`src/hdl/i2cas_pkg.sv`:
```
// shared constants, register map and state types of the i2c arbitration and clock sync block
// assumes a 10 MHz pclk and an open-drain two-wire bus outside the chip
package i2cas_pkg;
  // timing of the bus clock phases, least times rounded up to whole pclk cycles
  localparam int unsigned CLK_PERIOD_NS = 100;
  localparam int unsigned T_LOW_NS = 5000;
  localparam int unsigned T_HIGH_NS = 4000;
  localparam logic [7:0] LOW_CYC_RST = 8'((T_LOW_NS + CLK_PERIOD_NS - 1) / CLK_PERIOD_NS);
  localparam logic [7:0] HIGH_CYC_RST = 8'((T_HIGH_NS + CLK_PERIOD_NS - 1) / CLK_PERIOD_NS);

  // register byte offsets
  localparam logic [7:0] OFF_CTRL = 8'h00;
  localparam logic [7:0] OFF_ADDR = 8'h04;
  localparam logic [7:0] OFF_STAT = 8'h08;
  localparam logic [7:0] OFF_DATA = 8'h0C;
  localparam logic [7:0] OFF_LOW = 8'h10;
  localparam logic [7:0] OFF_HIGH = 8'h14;

  // control register fields
  localparam int CTRL_IEN = 0;
  localparam int CTRL_MST = 1;
  localparam int CTRL_TX = 2;
  localparam int CTRL_TXAK = 3;
  localparam int CTRL_RSTA = 4;
  localparam int CTRL_GENERAL_CALL_ACCEPT_ENABLE = 5;

  // status register fields
  localparam int STAT_TCF = 0;
  localparam int STAT_ADDRESSED_AS_SLAVE_FLAG = 1;
  localparam int STAT_BUSY = 2;
  localparam int STAT_ARBITRATION_LOST_FLAG = 3;
  localparam int STAT_SRW = 4;
  localparam int STAT_RXAK = 5;

  localparam logic [7:0] GEN_CALL_ADDR = 8'h00;
  localparam logic [6:0] OWN_ADDR_RST = 7'h00;

  typedef enum logic [1:0] {CK_IDLE, CK_LOW, CK_WAITHI, CK_HIGH} i2cas_ck_e;
  typedef enum logic [2:0] {M_IDLE, M_START, M_XFER, M_STOP, M_RSTA} i2cas_ms_e;

  typedef struct packed {
    logic psel;
    logic penable;
    logic pwrite;
    logic [7:0] paddr;
    logic [31:0] pwdata;
  } i2cas_apb_req_s;

  typedef struct packed {
    logic [31:0] prdata;
    logic pready;
    logic pslverr;
  } i2cas_apb_rsp_s;

  typedef struct packed {
    i2cas_ck_e ck;
    i2cas_ms_e ms;
    logic rs_ph;
    logic [7:0] cnt;
    logic master;
    logic tx;
    logic txak;
    logic ien;
    logic general_call_accept_enable;
    logic [6:0] own_addr;
    logic [7:0] txd;
    logic [7:0] rxd;
    logic [7:0] sr;
    logic [7:0] low_cnt;
    logic [7:0] high_cnt;
    logic [3:0] bitcnt;
    logic addr_ph;
    logic busy;
    logic addressed_as_slave_flag;
    logic slave_read_write_flag;
    logic arbitration_lost_flag;
    logic tcf;
    logic rxak;
    logic byte_pend;
    logic stop_req;
    logic rsta_req;
    logic slv_ack;
    logic scl_q1;
    logic scl_q2;
    logic scl_q3;
    logic sda_q1;
    logic sda_q2;
    logic sda_q3;
    logic scl_oe_n;
    logic sda_oe_n;
    logic pin_lo;
    logic irq;
    i2cas_apb_rsp_s rsp;
  } i2cas_st_s;

  localparam i2cas_st_s ST_RST = '{
    ck: CK_IDLE, ms: M_IDLE, low_cnt: LOW_CYC_RST, high_cnt: HIGH_CYC_RST,
    own_addr: OWN_ADDR_RST, scl_q1: 1'b1, scl_q2: 1'b1, scl_q3: 1'b1,
    sda_q1: 1'b1, sda_q2: 1'b1, sda_q3: 1'b1, scl_oe_n: 1'b1, sda_oe_n: 1'b1,
    default: '0};
endpackage : i2cas_pkg

```
`src/hdl/i2cas_ctrl.sv`:
```
// i2c controller core: master with repeated start, clock sync, arbitration, slave address detect
// assumes an apb master on pclk and open-drain scl/sda resolved outside (oe_n low = pull low)
//
// Register access over APB and the register offsets were left to the implementer.
`timescale 1ns/1ps

// How it works
// - master may restart without a stop
// - bus low longest, high shortest among masters
// - sent one seen as zero loses arbitration
// - on loss become slave receiver, release data
// - arbitration loss never emits a stop
// - loss sets flag and raises interrupt request
// - every clock fall restarts low timing, hold low; code follows a fall only in M_XFER, not in M_RSTA or M_STOP
// - low done but line low: wait high
// - release clock, then time high together
// - first high timeout pulls clock low again
// - own address or enabled general call flags addressed
// - addressed event interrupts only when enabled
// - data low while sending high loses
// - receive acknowledge driven high, seen low loses
// - start attempt on busy bus loses
// - repeated start as slave loses
// - stop not requested by master loses
// - lost flag holds until written one
module i2cas_ctrl
  import i2cas_pkg::*;
(
  input wire logic pclk, // bus clock
  input wire logic presetn, // async reset, active low
  input wire i2cas_apb_req_s apb_req, // apb request from the master
  output i2cas_apb_rsp_s apb_rsp, // apb answer, registered
  input wire logic scl_i, // clock line level
  output logic scl_o, // clock line drive value, always low
  output logic scl_oe_n, // low pulls the clock line low
  input wire logic sda_i, // data line level
  output logic sda_o, // data line drive value, always low
  output logic sda_oe_n, // low pulls the data line low
  output logic irq // interrupt request, active high
);
  i2cas_st_s st;
  i2cas_st_s nx;

  logic scl_rise;
  logic scl_fall;
  logic start_det;
  logic stop_det;
  logic apb_acc;
  logic apb_wr;
  logic wr_ctrl;
  logic wr_stat;
  logic wr_data;
  logic mbit;
  logic arb_chk;
  logic start_req;
  logic start_bad;
  logic rsta_bad;
  logic stop_bad;
  logic lose;
  logic addr_hit;

  // edges use the second and third sync stages only
  assign scl_rise = st.scl_q2 & ~st.scl_q3;
  assign scl_fall = ~st.scl_q2 & st.scl_q3;
  assign start_det = st.scl_q2 & st.scl_q3 & st.sda_q3 & ~st.sda_q2;
  assign stop_det = st.scl_q2 & st.scl_q3 & ~st.sda_q3 & st.sda_q2;

  // writes land on the edge where pready is seen high
  assign apb_acc = apb_req.psel & apb_req.penable & ~st.rsp.pready;
  assign apb_wr = apb_req.psel & apb_req.penable & st.rsp.pready & apb_req.pwrite;
  assign wr_ctrl = apb_wr & (apb_req.paddr == OFF_CTRL);
  assign wr_stat = apb_wr & (apb_req.paddr == OFF_STAT);
  assign wr_data = apb_wr & (apb_req.paddr == OFF_DATA);

  // bit the master wants on the data line; one means released
  assign mbit = (st.bitcnt < 4'd8) ? (st.tx ? st.txd[3'd7 - st.bitcnt[2:0]] : 1'b1)
                                    : (st.tx ? 1'b1 : st.txak);

  // data line compare at the clock rise
  assign arb_chk = (st.ms == M_XFER) & scl_rise & st.byte_pend & mbit & ~st.sda_q2 &
                   ((st.tx & (st.bitcnt < 4'd8)) | (~st.tx & (st.bitcnt == 4'd8)));
  assign start_req = wr_ctrl & apb_req.pwdata[CTRL_MST] & ~st.master;
  assign start_bad = start_req & st.busy;
  assign rsta_bad = wr_ctrl & apb_req.pwdata[CTRL_RSTA] & ~st.master;
  assign stop_bad = stop_det & ((st.ms == M_XFER) | (st.ms == M_RSTA));
  assign lose = arb_chk | start_bad | rsta_bad | stop_bad;
  assign addr_hit = (st.sr[7:1] == st.own_addr) | (st.general_call_accept_enable & (st.sr == GEN_CALL_ADDR));

  // next-state logic for the whole block
  always_comb
  begin
    nx = st;
    // two-stage synchronisers plus one history stage
    nx.scl_q1 = scl_i;
    nx.scl_q2 = st.scl_q1;
    nx.scl_q3 = st.scl_q2;
    nx.sda_q1 = sda_i;
    nx.sda_q2 = st.sda_q1;
    nx.sda_q3 = st.sda_q2;
    if ((st.ck == CK_LOW || st.ck == CK_HIGH) && st.cnt != 8'h00)
    begin
      nx.cnt = st.cnt - 8'h01;
    end

    // apb answer: one wait state, unmapped offsets get pslverr
    nx.rsp.pready = apb_acc;
    nx.rsp.pslverr = 1'b0;
    nx.rsp.prdata = 32'h0000_0000;
    if (apb_acc)
    begin
      unique case (apb_req.paddr)
        OFF_CTRL: nx.rsp.prdata = {26'h0, st.general_call_accept_enable, 1'b0, st.txak, st.tx, st.master, st.ien};
        OFF_ADDR: nx.rsp.prdata = {25'h0, st.own_addr};
        OFF_STAT: nx.rsp.prdata = {26'h0, st.rxak, st.slave_read_write_flag, st.arbitration_lost_flag, st.busy, st.addressed_as_slave_flag, st.tcf};
        OFF_DATA: nx.rsp.prdata = {24'h0, st.rxd};
        OFF_LOW: nx.rsp.prdata = {24'h0, st.low_cnt};
        OFF_HIGH: nx.rsp.prdata = {24'h0, st.high_cnt};
        default: nx.rsp.pslverr = 1'b1;
      endcase
    end

    // register writes; flag clears come first so a same-cycle set wins
    if (wr_ctrl)
    begin
      nx.ien = apb_req.pwdata[CTRL_IEN];
      nx.tx = apb_req.pwdata[CTRL_TX];
      nx.txak = apb_req.pwdata[CTRL_TXAK];
      nx.general_call_accept_enable = apb_req.pwdata[CTRL_GENERAL_CALL_ACCEPT_ENABLE];
      if (st.master && !apb_req.pwdata[CTRL_MST])
      begin
        nx.stop_req = 1'b1;
      end
      if (st.master && apb_req.pwdata[CTRL_RSTA])
      begin
        nx.rsta_req = 1'b1;
      end
      if (start_req && !st.busy)
      begin
        // start: pull data low while the clock stays high
        nx.master = 1'b1;
        nx.ms = M_START;
        nx.ck = CK_HIGH;
        nx.cnt = st.high_cnt;
        nx.sda_oe_n = 1'b0;
      end
    end
    if (apb_wr && apb_req.paddr == OFF_ADDR)
    begin
      nx.own_addr = apb_req.pwdata[6:0];
    end
    if (apb_wr && apb_req.paddr == OFF_LOW)
    begin
      nx.low_cnt = apb_req.pwdata[7:0];
    end
    if (apb_wr && apb_req.paddr == OFF_HIGH)
    begin
      nx.high_cnt = apb_req.pwdata[7:0];
    end
    if (wr_data && st.master)
    begin
      nx.txd = apb_req.pwdata[7:0];
      nx.byte_pend = 1'b1;
    end
    if (wr_stat)
    begin
      nx.tcf = st.tcf & ~apb_req.pwdata[STAT_TCF];
      nx.addressed_as_slave_flag = st.addressed_as_slave_flag & ~apb_req.pwdata[STAT_ADDRESSED_AS_SLAVE_FLAG];
      nx.arbitration_lost_flag = st.arbitration_lost_flag & ~apb_req.pwdata[STAT_ARBITRATION_LOST_FLAG];
    end

    // bus monitor: runs in every role so a loser still hears its address
    if (scl_rise)
    begin
      nx.sr = {st.sr[6:0], st.sda_q2};
      nx.bitcnt = st.bitcnt + 4'd1;
      if (st.bitcnt == 4'd8)
      begin
        nx.rxak = st.sda_q2;
      end
    end
    if (scl_fall && st.bitcnt == 4'd8)
    begin
      nx.rxd = st.sr;
      if (st.addr_ph && !st.master && addr_hit)
      begin
        nx.addressed_as_slave_flag = 1'b1;
        nx.slave_read_write_flag = st.sr[0];
        nx.slv_ack = 1'b1;
      end
    end
    if (scl_fall && st.bitcnt == 4'd9)
    begin
      nx.bitcnt = 4'd0;
      nx.addr_ph = 1'b0;
      nx.slv_ack = 1'b0;
      if (st.master && st.byte_pend)
      begin
        nx.byte_pend = 1'b0;
        nx.tcf = 1'b1;
      end
    end
    if (start_det)
    begin
      nx.busy = 1'b1;
      nx.bitcnt = 4'd0;
      nx.addr_ph = 1'b1;
    end
    if (stop_det)
    begin
      nx.busy = 1'b0;
      nx.bitcnt = 4'd0;
      nx.addr_ph = 1'b0;
      nx.slv_ack = 1'b0;
    end

    // master sequencer and clock engine
    if (st.ms == M_START)
    begin
      if (st.cnt == 8'h00)
      begin
        nx.ms = M_XFER;
        nx.ck = CK_LOW;
        nx.cnt = st.low_cnt;
        nx.scl_oe_n = 1'b0;
      end
    end
    else if (st.ms != M_IDLE)
    begin
      unique case (st.ck)
        CK_LOW:
        begin
          // hold the clock low for our own low time
          if (st.ms == M_XFER)
          begin
            nx.sda_oe_n = ~(st.byte_pend & ~mbit);
          end
          if (st.cnt == 8'h00)
          begin
            if (st.ms != M_XFER || st.byte_pend)
            begin
              nx.scl_oe_n = 1'b1;
              nx.ck = CK_WAITHI;
            end
            else if (st.stop_req)
            begin
              nx.ms = M_STOP;
              nx.stop_req = 1'b0;
              nx.sda_oe_n = 1'b0;
              nx.cnt = st.low_cnt;
            end
            else if (st.rsta_req)
            begin
              // release data first so it can fall again under a high clock
              nx.ms = M_RSTA;
              nx.rsta_req = 1'b0;
              nx.rs_ph = 1'b0;
              nx.sda_oe_n = 1'b1;
              nx.cnt = st.low_cnt;
            end
          end
        end
        CK_WAITHI:
        begin
          // someone still holds the clock low: wait for the line itself
          if (st.scl_q2)
          begin
            nx.ck = CK_HIGH;
            nx.cnt = st.high_cnt;
          end
        end
        CK_HIGH:
        begin
          if (scl_fall && st.ms == M_XFER)
          begin
            // a faster master ended high early: follow it and time our low
            nx.ck = CK_LOW;
            nx.cnt = st.low_cnt;
            nx.scl_oe_n = 1'b0;
          end
          else if (st.cnt == 8'h00)
          begin
            if (st.ms == M_XFER)
            begin
              nx.ck = CK_LOW;
              nx.cnt = st.low_cnt;
              nx.scl_oe_n = 1'b0;
            end
            else if (st.ms == M_STOP)
            begin
              nx.sda_oe_n = 1'b1;
              nx.ms = M_IDLE;
              nx.ck = CK_IDLE;
              nx.master = 1'b0;
            end
            else if (!st.rs_ph)
            begin
              nx.sda_oe_n = 1'b0;
              nx.rs_ph = 1'b1;
              nx.cnt = st.high_cnt;
            end
            else
            begin
              nx.ms = M_XFER;
              nx.ck = CK_LOW;
              nx.cnt = st.low_cnt;
              nx.scl_oe_n = 1'b0;
            end
          end
        end
        default:
        begin
          nx.ck = CK_IDLE;
        end
      endcase
    end

    // slave answers its address with an acknowledge while not master
    if (!nx.master)
    begin
      nx.sda_oe_n = ~nx.slv_ack;
    end

    // arbitration loss: drop straight to slave receive, no stop generated
    if (lose)
    begin
      nx.arbitration_lost_flag = 1'b1;
      nx.master = 1'b0;
      nx.tx = 1'b0;
      nx.ms = M_IDLE;
      nx.ck = CK_IDLE;
      nx.scl_oe_n = 1'b1;
      nx.sda_oe_n = 1'b1;
      nx.byte_pend = 1'b0;
      nx.stop_req = 1'b0;
      nx.rsta_req = 1'b0;
    end

    // one request line gated by the enable bit
    nx.irq = nx.ien & (nx.arbitration_lost_flag | nx.addressed_as_slave_flag | nx.tcf);
    nx.pin_lo = 1'b0;
  end

  // single state register; reset leaves an idle slave with lines released
  always_ff @(posedge pclk or negedge presetn)
  begin
    if (!presetn)
    begin
      st <= ST_RST;
    end
    else
    begin
      st <= nx;
    end
  end

  assign apb_rsp = st.rsp;
  assign scl_o = st.pin_lo;
  assign sda_o = st.pin_lo;
  assign scl_oe_n = st.scl_oe_n;
  assign sda_oe_n = st.sda_oe_n;
  assign irq = st.irq;
endmodule : i2cas_ctrl

```
`config.mk`:
```
export PLATFORM = sky130hd
export DESIGN_NAME = i2cas_ctrl
export DESIGN_NICKNAME = d
export VERILOG_FILES = /design/src/hdl/i2cas_pkg.sv /design/src/hdl/i2cas_ctrl.sv
export SDC_FILE = /design/constraint.sdc
export NUM_CORES = 1
export LEC_CHECK = 0
export BUFFER_PORTS_ARGS = -buffer_cell sky130_fd_sc_hd__clkbuf_2
export CAP_MARGIN = 20
export CORE_ASPECT_RATIO = 1.2
export CORE_UTILIZATION = 58
export DETAILED_ROUTE_END_ITERATION = 12
export PLACE_DENSITY = 0.83
export RECOVER_POWER = 25
export SYNTH_ARGS = -nofsm -noshare
export SYNTH_HDL_FRONTEND = slang
export SYNTH_SLANG_ARGS = --single-unit
```
`constraint.sdc`:
```
create_clock -name pclk -period 3.4 [get_ports pclk]
set_clock_uncertainty 0.1 [all_clocks]
set_input_delay 0.51 -clock pclk [delete_from_list [all_inputs] [get_ports pclk]]
set_output_delay 0.51 -clock pclk [all_outputs]
set_load 0.01 [all_outputs]
```
==> flow_metrics.py, run 1 <==
metrics = {
    "final_layout": {
        "drive_gt1_frac": 0.218,
        "antennaDiodeCount": 0,
        "syn2layout_area_growth_pct": 7.82,
        "layoutNonFillerInstCount": 841,
        "final_util": 0.640,
        "most-common-layout-cells": "87 x dfrtp_1, 70 x nand2_1, 61 x a21oi_1, 60 x nor2_1, 48 x mux2_2",
        "layout_commonest_cell": "dfrtp_1",
        "nets": 759,
        "postLayoutCellArea_sq_um": 6730,
    },
    "synth": {
        "netlist_area_sq_um": 6240,
        "ys_async_sr_fraction": 1.00,
        "syn_inst": 682,
        "synth_seq_cells": 100,
        "synth-seq-area-share": 0.403,
        "ys_warn_count": 0,
        "syn_avg_cell_area_sq_um": 9.15,
        "synth_ff_type": "dfrtp_1",
        "synth_edf_count": 0,
        "yosys.cell_types.count": 69,
    },
    "clock_network": {
        "clock_latency_ns": 0.35,
        "htreeDepth": 3,
        "cts_resized": 0,
        "cts_tree": "yes",
        "clock_sinks": 100,
        "numCtsBuffers": 9,
        "hold_buffers": 0,
        "clk_path_buf_depth": 2,
        "clk_pin_slew_ns": 0.08,
        "cts_root_buffer": "clkbuf_16",
        "postCtsSetupBuffers": 0,
    },
    "pwr": {
        "finalPower_mw": 2.60,
        "ir_drop_v": 0.000374,
        "power_leakage_nw": 3.03,
        "power_density_nw_per_um2": 386,
    },
    "timing": {
        "hold_viol": 0,
        "max_slew.worst_pin.slew_ns": 2.64,
        "setup_slack_ns": 0.396,
        "rsz0062_at_grt": "false",
        "slew_headroom": -0.758,
        "period_share": 0.884,
        "holdWs_ns": 0.143,
        "setup_tns_ns": 0,
        "post-route-min-period_ns": 3.00,
        "fmax_mhz": 333,
        "setup_violations": 0,
        "slew_viol_final": 48,
    },
    "worst_setup_path": {
        "max_stage_delay_ns": 0.55,
        "cp.required_ns": 3.53,
        "cp_num_cells": 9,
        "r2r_setup_slack_ns": 0.40,
        "start_kind": "register",
        "slowest_stage": "and2_0",
        "path_class": "register to register",
        "cp_cell_sequence": "inv_1 > ha_1 > nor3b_1 > buf_4 > and2_0 > nand2_1 > a211oi_1 > nor3_1 > nor4b_1",
        "path_delay_family": "simple AND/OR/NAND/NOR gates",
        "rr_worst_depth": 9,
        "critPathMaxFanout": 12,
        "critPathBufInv": 2,
        "cp-end-kind": "register",
        "worstPathArrival_ns": 3.13,
    },
    "die": {
        "die-area_sq_um": 11200,
        "ios": 86,
        "core_area_sq_um": 10500,
        "num_rows": 41,
        "start_util": 0.594,
        "die_y_um": 116,
        "die_x_um": 96.7,
    },
    "routing": {
        "firstDrtPassIters": 8,
        "drcViolationCount": 0,
        "vias_per_cell": 6.67,
        "num_vias": 5609,
        "final_antenna_net_count": 0,
        "post_drt_wl_per_cell_um": 22.1,
        "drt_wl_total_um": 18600,
        "first_iter_violations": 580,
    },
    "place": {
        "post-place-cells": 825,
        "post_dp_cell_area_sq_um": 6450,
        "gp_congestion": 0.979,
        "io_buffers": 35,
        "pre_cts_slack_ns": 0.533,
        "place_hpwl_um": 13700,
    },
    "outcome": {
        "violations": "capacitance limit, slew limit",
        "outcome": "complete, but fails checks",
    },
    "grt": {
        "grt_pass1_wl_um": 29200,
        "grt_max_degree": 48,
        "grt-ovfl-total": 0,
        "grt_usage": 0.339,
        "grt_antenna_before_repair": 0,
        "first_global_vias": 5496,
    },
    "worst_hold_path": {
        "hold_class": "input port to register",
        "min_path_cells": 1,
    },
    "flow_run": {
        "maxCapViolCount": 1,
    },
}
power by group:
part | internal, mW | switching, mW
Combinational | 0.104 | 0.164
Clock | 0.507 | 0.483
Sequential | 1.25 | 0.0860
Total | 1.87 | 0.734
path summary, 6_finish.rpt:
kind | end | start
min | nx[39] | sda_i
max reg2reg | st[121] | st[111]
min reg2reg | nx[38] | nx[39]
max in group asynchronous | st[41] | presetn
max | st[121] | st[111]
min in group asynchronous | st[82] | presetn
area by class of cell:
cell class,count,area (sq um)
fill,840,3790
multi-input combinational,521,3350
sequential,100,2520
timing repair buffer,61,369
clock buffer,9,225
tap,129,161
clock inverter,7,57.6
inverter,14,52.6
state kept, by name (all words and copies together), names as in the netlist:
signal,cells
sda_oe_n,1
irq,1
scl_oe_n,1
apb_rsp,10
st,83
nx,4
synthesized netlist by cell type, types with 8 or more instances:
master	count	area, sq um
xor2_1	11	96.3
a21oi_1	61	305
a22oi_1	8	60.1
o21ai_0	31	155
nor3_1	15	75.1
nand3_1	20	100
nor2_1	60	225
dfstp_2	13	342
mux2i_1	10	100
nand2_1	70	263
mux2_2	48	541
dfrtp_1	87	2180
inv_1	14	52.6
buf_4	37	278
clkbuf_1	23	86.3
a211oi_1	9	67.6
nand4_1	10	62.6
cell families (layout without fill, tap and decap cells):
logic type / after synthesis / in the layout / share of synthesized area
AND/OR/NAND/NOR: 242 / 242 / 0.201
adder cells (fa/ha/maj): 5 / 5 / 0.0100
buffers and inverters: 86 / 91 / 0.0756
AO/OA/AOI/OAI: 175 / 175 / 0.181
other: 1 / 26 / 0.000601
multiplexers: 60 / 60 / 0.110
flip-flops: 100 / 100 / 0.403
XOR/XNOR: 13 / 13 / 0.0182
layer usage:
layer / part of all wire / track usage / vias up
li1: - / - / 2491
met1: 0.38 / 0.389 / 2719
met2: 0.51 / 0.611 / 317
met3: 0.066 / 0.0543 / 82
met4: 0.046 / 0.184 / 0
met5: 0 / 0 / -
Power figures use the tool's default switching activity.
==> run 2, diff against run 1 <==
--- a/config.mk
+++ b/config.mk
@@ -5,13 +5,14 @@
 export SDC_FILE = /design/constraint.sdc
 export NUM_CORES = 1
 export LEC_CHECK = 0
-export BUFFER_PORTS_ARGS = -buffer_cell sky130_fd_sc_hd__clkbuf_2
+export BUFFER_PORTS_ARGS = -buffer_cell sky130_fd_sc_hd__buf_2
 export CAP_MARGIN = 20
 export CORE_ASPECT_RATIO = 1.2
 export CORE_UTILIZATION = 58
 export DETAILED_ROUTE_END_ITERATION = 12
 export PLACE_DENSITY = 0.83
-export RECOVER_POWER = 25
+export RECOVER_POWER = 100
+export SLEW_MARGIN = 20
 export SYNTH_ARGS = -nofsm -noshare
 export SYNTH_HDL_FRONTEND = slang
 export SYNTH_SLANG_ARGS = --single-unit
==> run 2 against run 1 <==
Net effect: the run now ends clean; first-iteration DRC count shrank 0.34%; combinational power shrank 4%; sequential share of layout area grew 0.13 points; global-route usage shrank 0.59 points; cell area shrank 0.35%; register-to-register slack lost 0.14 ns; total power grew 7.3%; via count shrank 0.59%; critical path depth shrank 3; sequential power is essentially flat; die area is the same; setup slack lost 0.14 ns; critical endpoint is now st[116].
==> flow_metrics.py, run 2 (same netlist as run 1, synthesis figures left out) <==
metrics = {
    "die": {
        "core_area_sq_um": 10500,
        "die_x_um": 96.7,
        "start_util": 0.594,
        "die_y_um": 116,
        "ios": 86,
        "num_rows": 41,
        "die-area_sq_um": 11200,
    },
    "pwr": {
        "power_density_nw_per_um2": 416,
        "power_leakage_nw": 2.97,
        "ir_drop_v": 0.000410,
        "finalPower_mw": 2.79,
    },
    "final_layout": {
        "syn2layout_area_growth_pct": 7.44,
        "layout_commonest_cell": "dfrtp_1",
        "antennaDiodeCount": 0,
        "nets": 759,
        "final_util": 0.638,
        "fillers": 861,
        "layoutNonFillerInstCount": 841,
        "drive_gt1_frac": 0.173,
        "largest-register": "st",
        "most-common-layout-cells": "87 x dfrtp_1, 70 x nand2_1, 62 x a21oi_1, 60 x nor2_1, 46 x mux2_2",
        "largest_register_ffs": 83,
    },
    "routing": {
        "firstDrtPassIters": 7,
        "first_iter_violations": 578,
        "final_antenna_net_count": 0,
        "post_drt_wl_per_cell_um": 21.6,
        "drt_wl_total_um": 18200,
        "vias_per_cell": 6.63,
        "drcViolationCount": 0,
        "num_vias": 5576,
    },
    "worst_setup_path": {
        "rr_worst_depth": 6,
        "critPathMaxFanout": 16,
        "r2r_start": "st[122]",
        "cp-end-kind": "register",
        "cp.required_ns": 3.58,
        "regToRegEndpoint": "st[116]",
        "r2r_setup_slack_ns": 0.26,
        "worstPathArrival_ns": 3.33,
        "start_kind": "register",
        "path_class": "register to register",
    },
    "clock_network": {
        "htreeDepth": 3,
        "cts_root_buffer": "clkbuf_16",
        "cts_resized": 0,
        "clk_pin_slew_ns": 0.07,
        "clock_sinks": 100,
        "cts_tree": "yes",
        "postCtsSetupBuffers": 0,
        "hold_buffers": 0,
        "clock_latency_ns": 0.35,
        "numCtsBuffers": 9,
        "clk_path_buf_depth": 2,
    },
    "flow_run": {
        "maxCapViolCount": 0,
    },
    "timing": {
        "holdWs_ns": 0.154,
        "setup_tns_ns": 0,
        "rsz0062_at_grt": "false",
        "setup_violations": 0,
        "period_share": 0.925,
        "post-route-min-period_ns": 3.14,
        "slew_viol_final": 0,
        "hold_viol": 0,
        "max_slew.worst_pin.slew_ns": 1.47,
        "fmax_mhz": 318,
        "slew_headroom": 0.0172,
    },
    "outcome": {
        "outcome": "finished, final reports clean",
    },
    "worst_hold_path": {
        "hp-start": "scl_i",
        "min_path_cells": 1,
        "holdPathEnd": "nx[42]",
        "hold_class": "input port to register",
    },
    "place": {
        "place_hpwl_um": 13200,
        "gp_congestion": 0.954,
        "io_buffers": 35,
        "post-place-cells": 825,
    },
    "grt": {
        "grt_max_degree": 62,
        "grt-ovfl-total": 0,
        "grt_usage": 0.333,
        "grt_pass1_wl_um": 28900,
        "first_global_vias": 5442,
        "grt_antenna_before_repair": 0,
    },
}
run 2: cell types whose count changed in the layout (fill, tap and decap cells not counted), sizes merged:
| cell | before | now |
|---|---|---|
| bufinv | 0 | 2 |
| clkinvlp | 2 | 0 |
| clkinv | 2 | 3 |
| inv | 17 | 16 |
| clkbuf | 44 | 33 |
| buf | 26 | 37 |
run 2: how the worst max path moves through the flow:
stage / start / end / slack (ns) / cells after the start
after floorplan: st[113] / st[118] / 0.92 / 6
after global placement: st[111] / st[114] / 0.67 / 9
after detailed placement: st[111] / st[114] / 0.55 / 9
after CTS: st[111] / st[114] / 0.54 / 9
after global routing: st[122] / st[116] / 0.15 / 6
final: st[122] / st[116] / 0.26 / 6
run 2: layout make-up:
type	count	area [sq um]	area share
Multi-Input combinational cell	521	3300	0.492
Sequential cell	100	2520	0.376
Timing Repair Buffer	61	322	0.0479
Clock buffer	9	225	0.0336
Tap cell	129	161	0.0241
Clock inverter	7	129	0.0192
Inverter	14	52.6	0.00784
run 2: through the flow:
stage / instance area (sq um) / setup WS (ns)
3_3_place_gp: 6450 / 0.670
3_5_place_dp: 6450 / 0.555
4_1_cts: 6810 / 0.539
5_1_grt: 6710 / 0.147
2_1_floorplan: 6340 / 0.915
6_report: 6710 / 0.256
run 2: layer usage:
layer | routed length (um) | vias up | part of all wire | GRT usage
met3 | 1370 | 85 | 0.075 | 0.0549
met5 | 0 | - | 0 | 0
met4 | 971 | 0 | 0.053 | 0.188
met1 | 6940 | 2675 | 0.38 | 0.408
met2 | 8910 | 336 | 0.49 | 0.564
li1 | - | 2480 | - | -
run 2: power by group:
| part | switching (mW) | total, mW | leakage (nW) | internal, mW |
|---|---|---|---|---|
| Clock | 0.518 | 1.19 | 0.170 | 0.672 |
| Sequential | 0.0855 | 1.34 | 1.30 | 1.25 |
| Combinational | 0.159 | 0.259 | 1.50 | 0.100 |
run 2: worst max-delay path, cell delays in order (launching register included):
cell and delay [ns]:
dfrtp_1 0.55, nor3b_1 0.86, nand2_1 0.41, o22ai_1 0.61, a211oi_1 0.16, o21ai_0 0.18, o211a_1 0.19
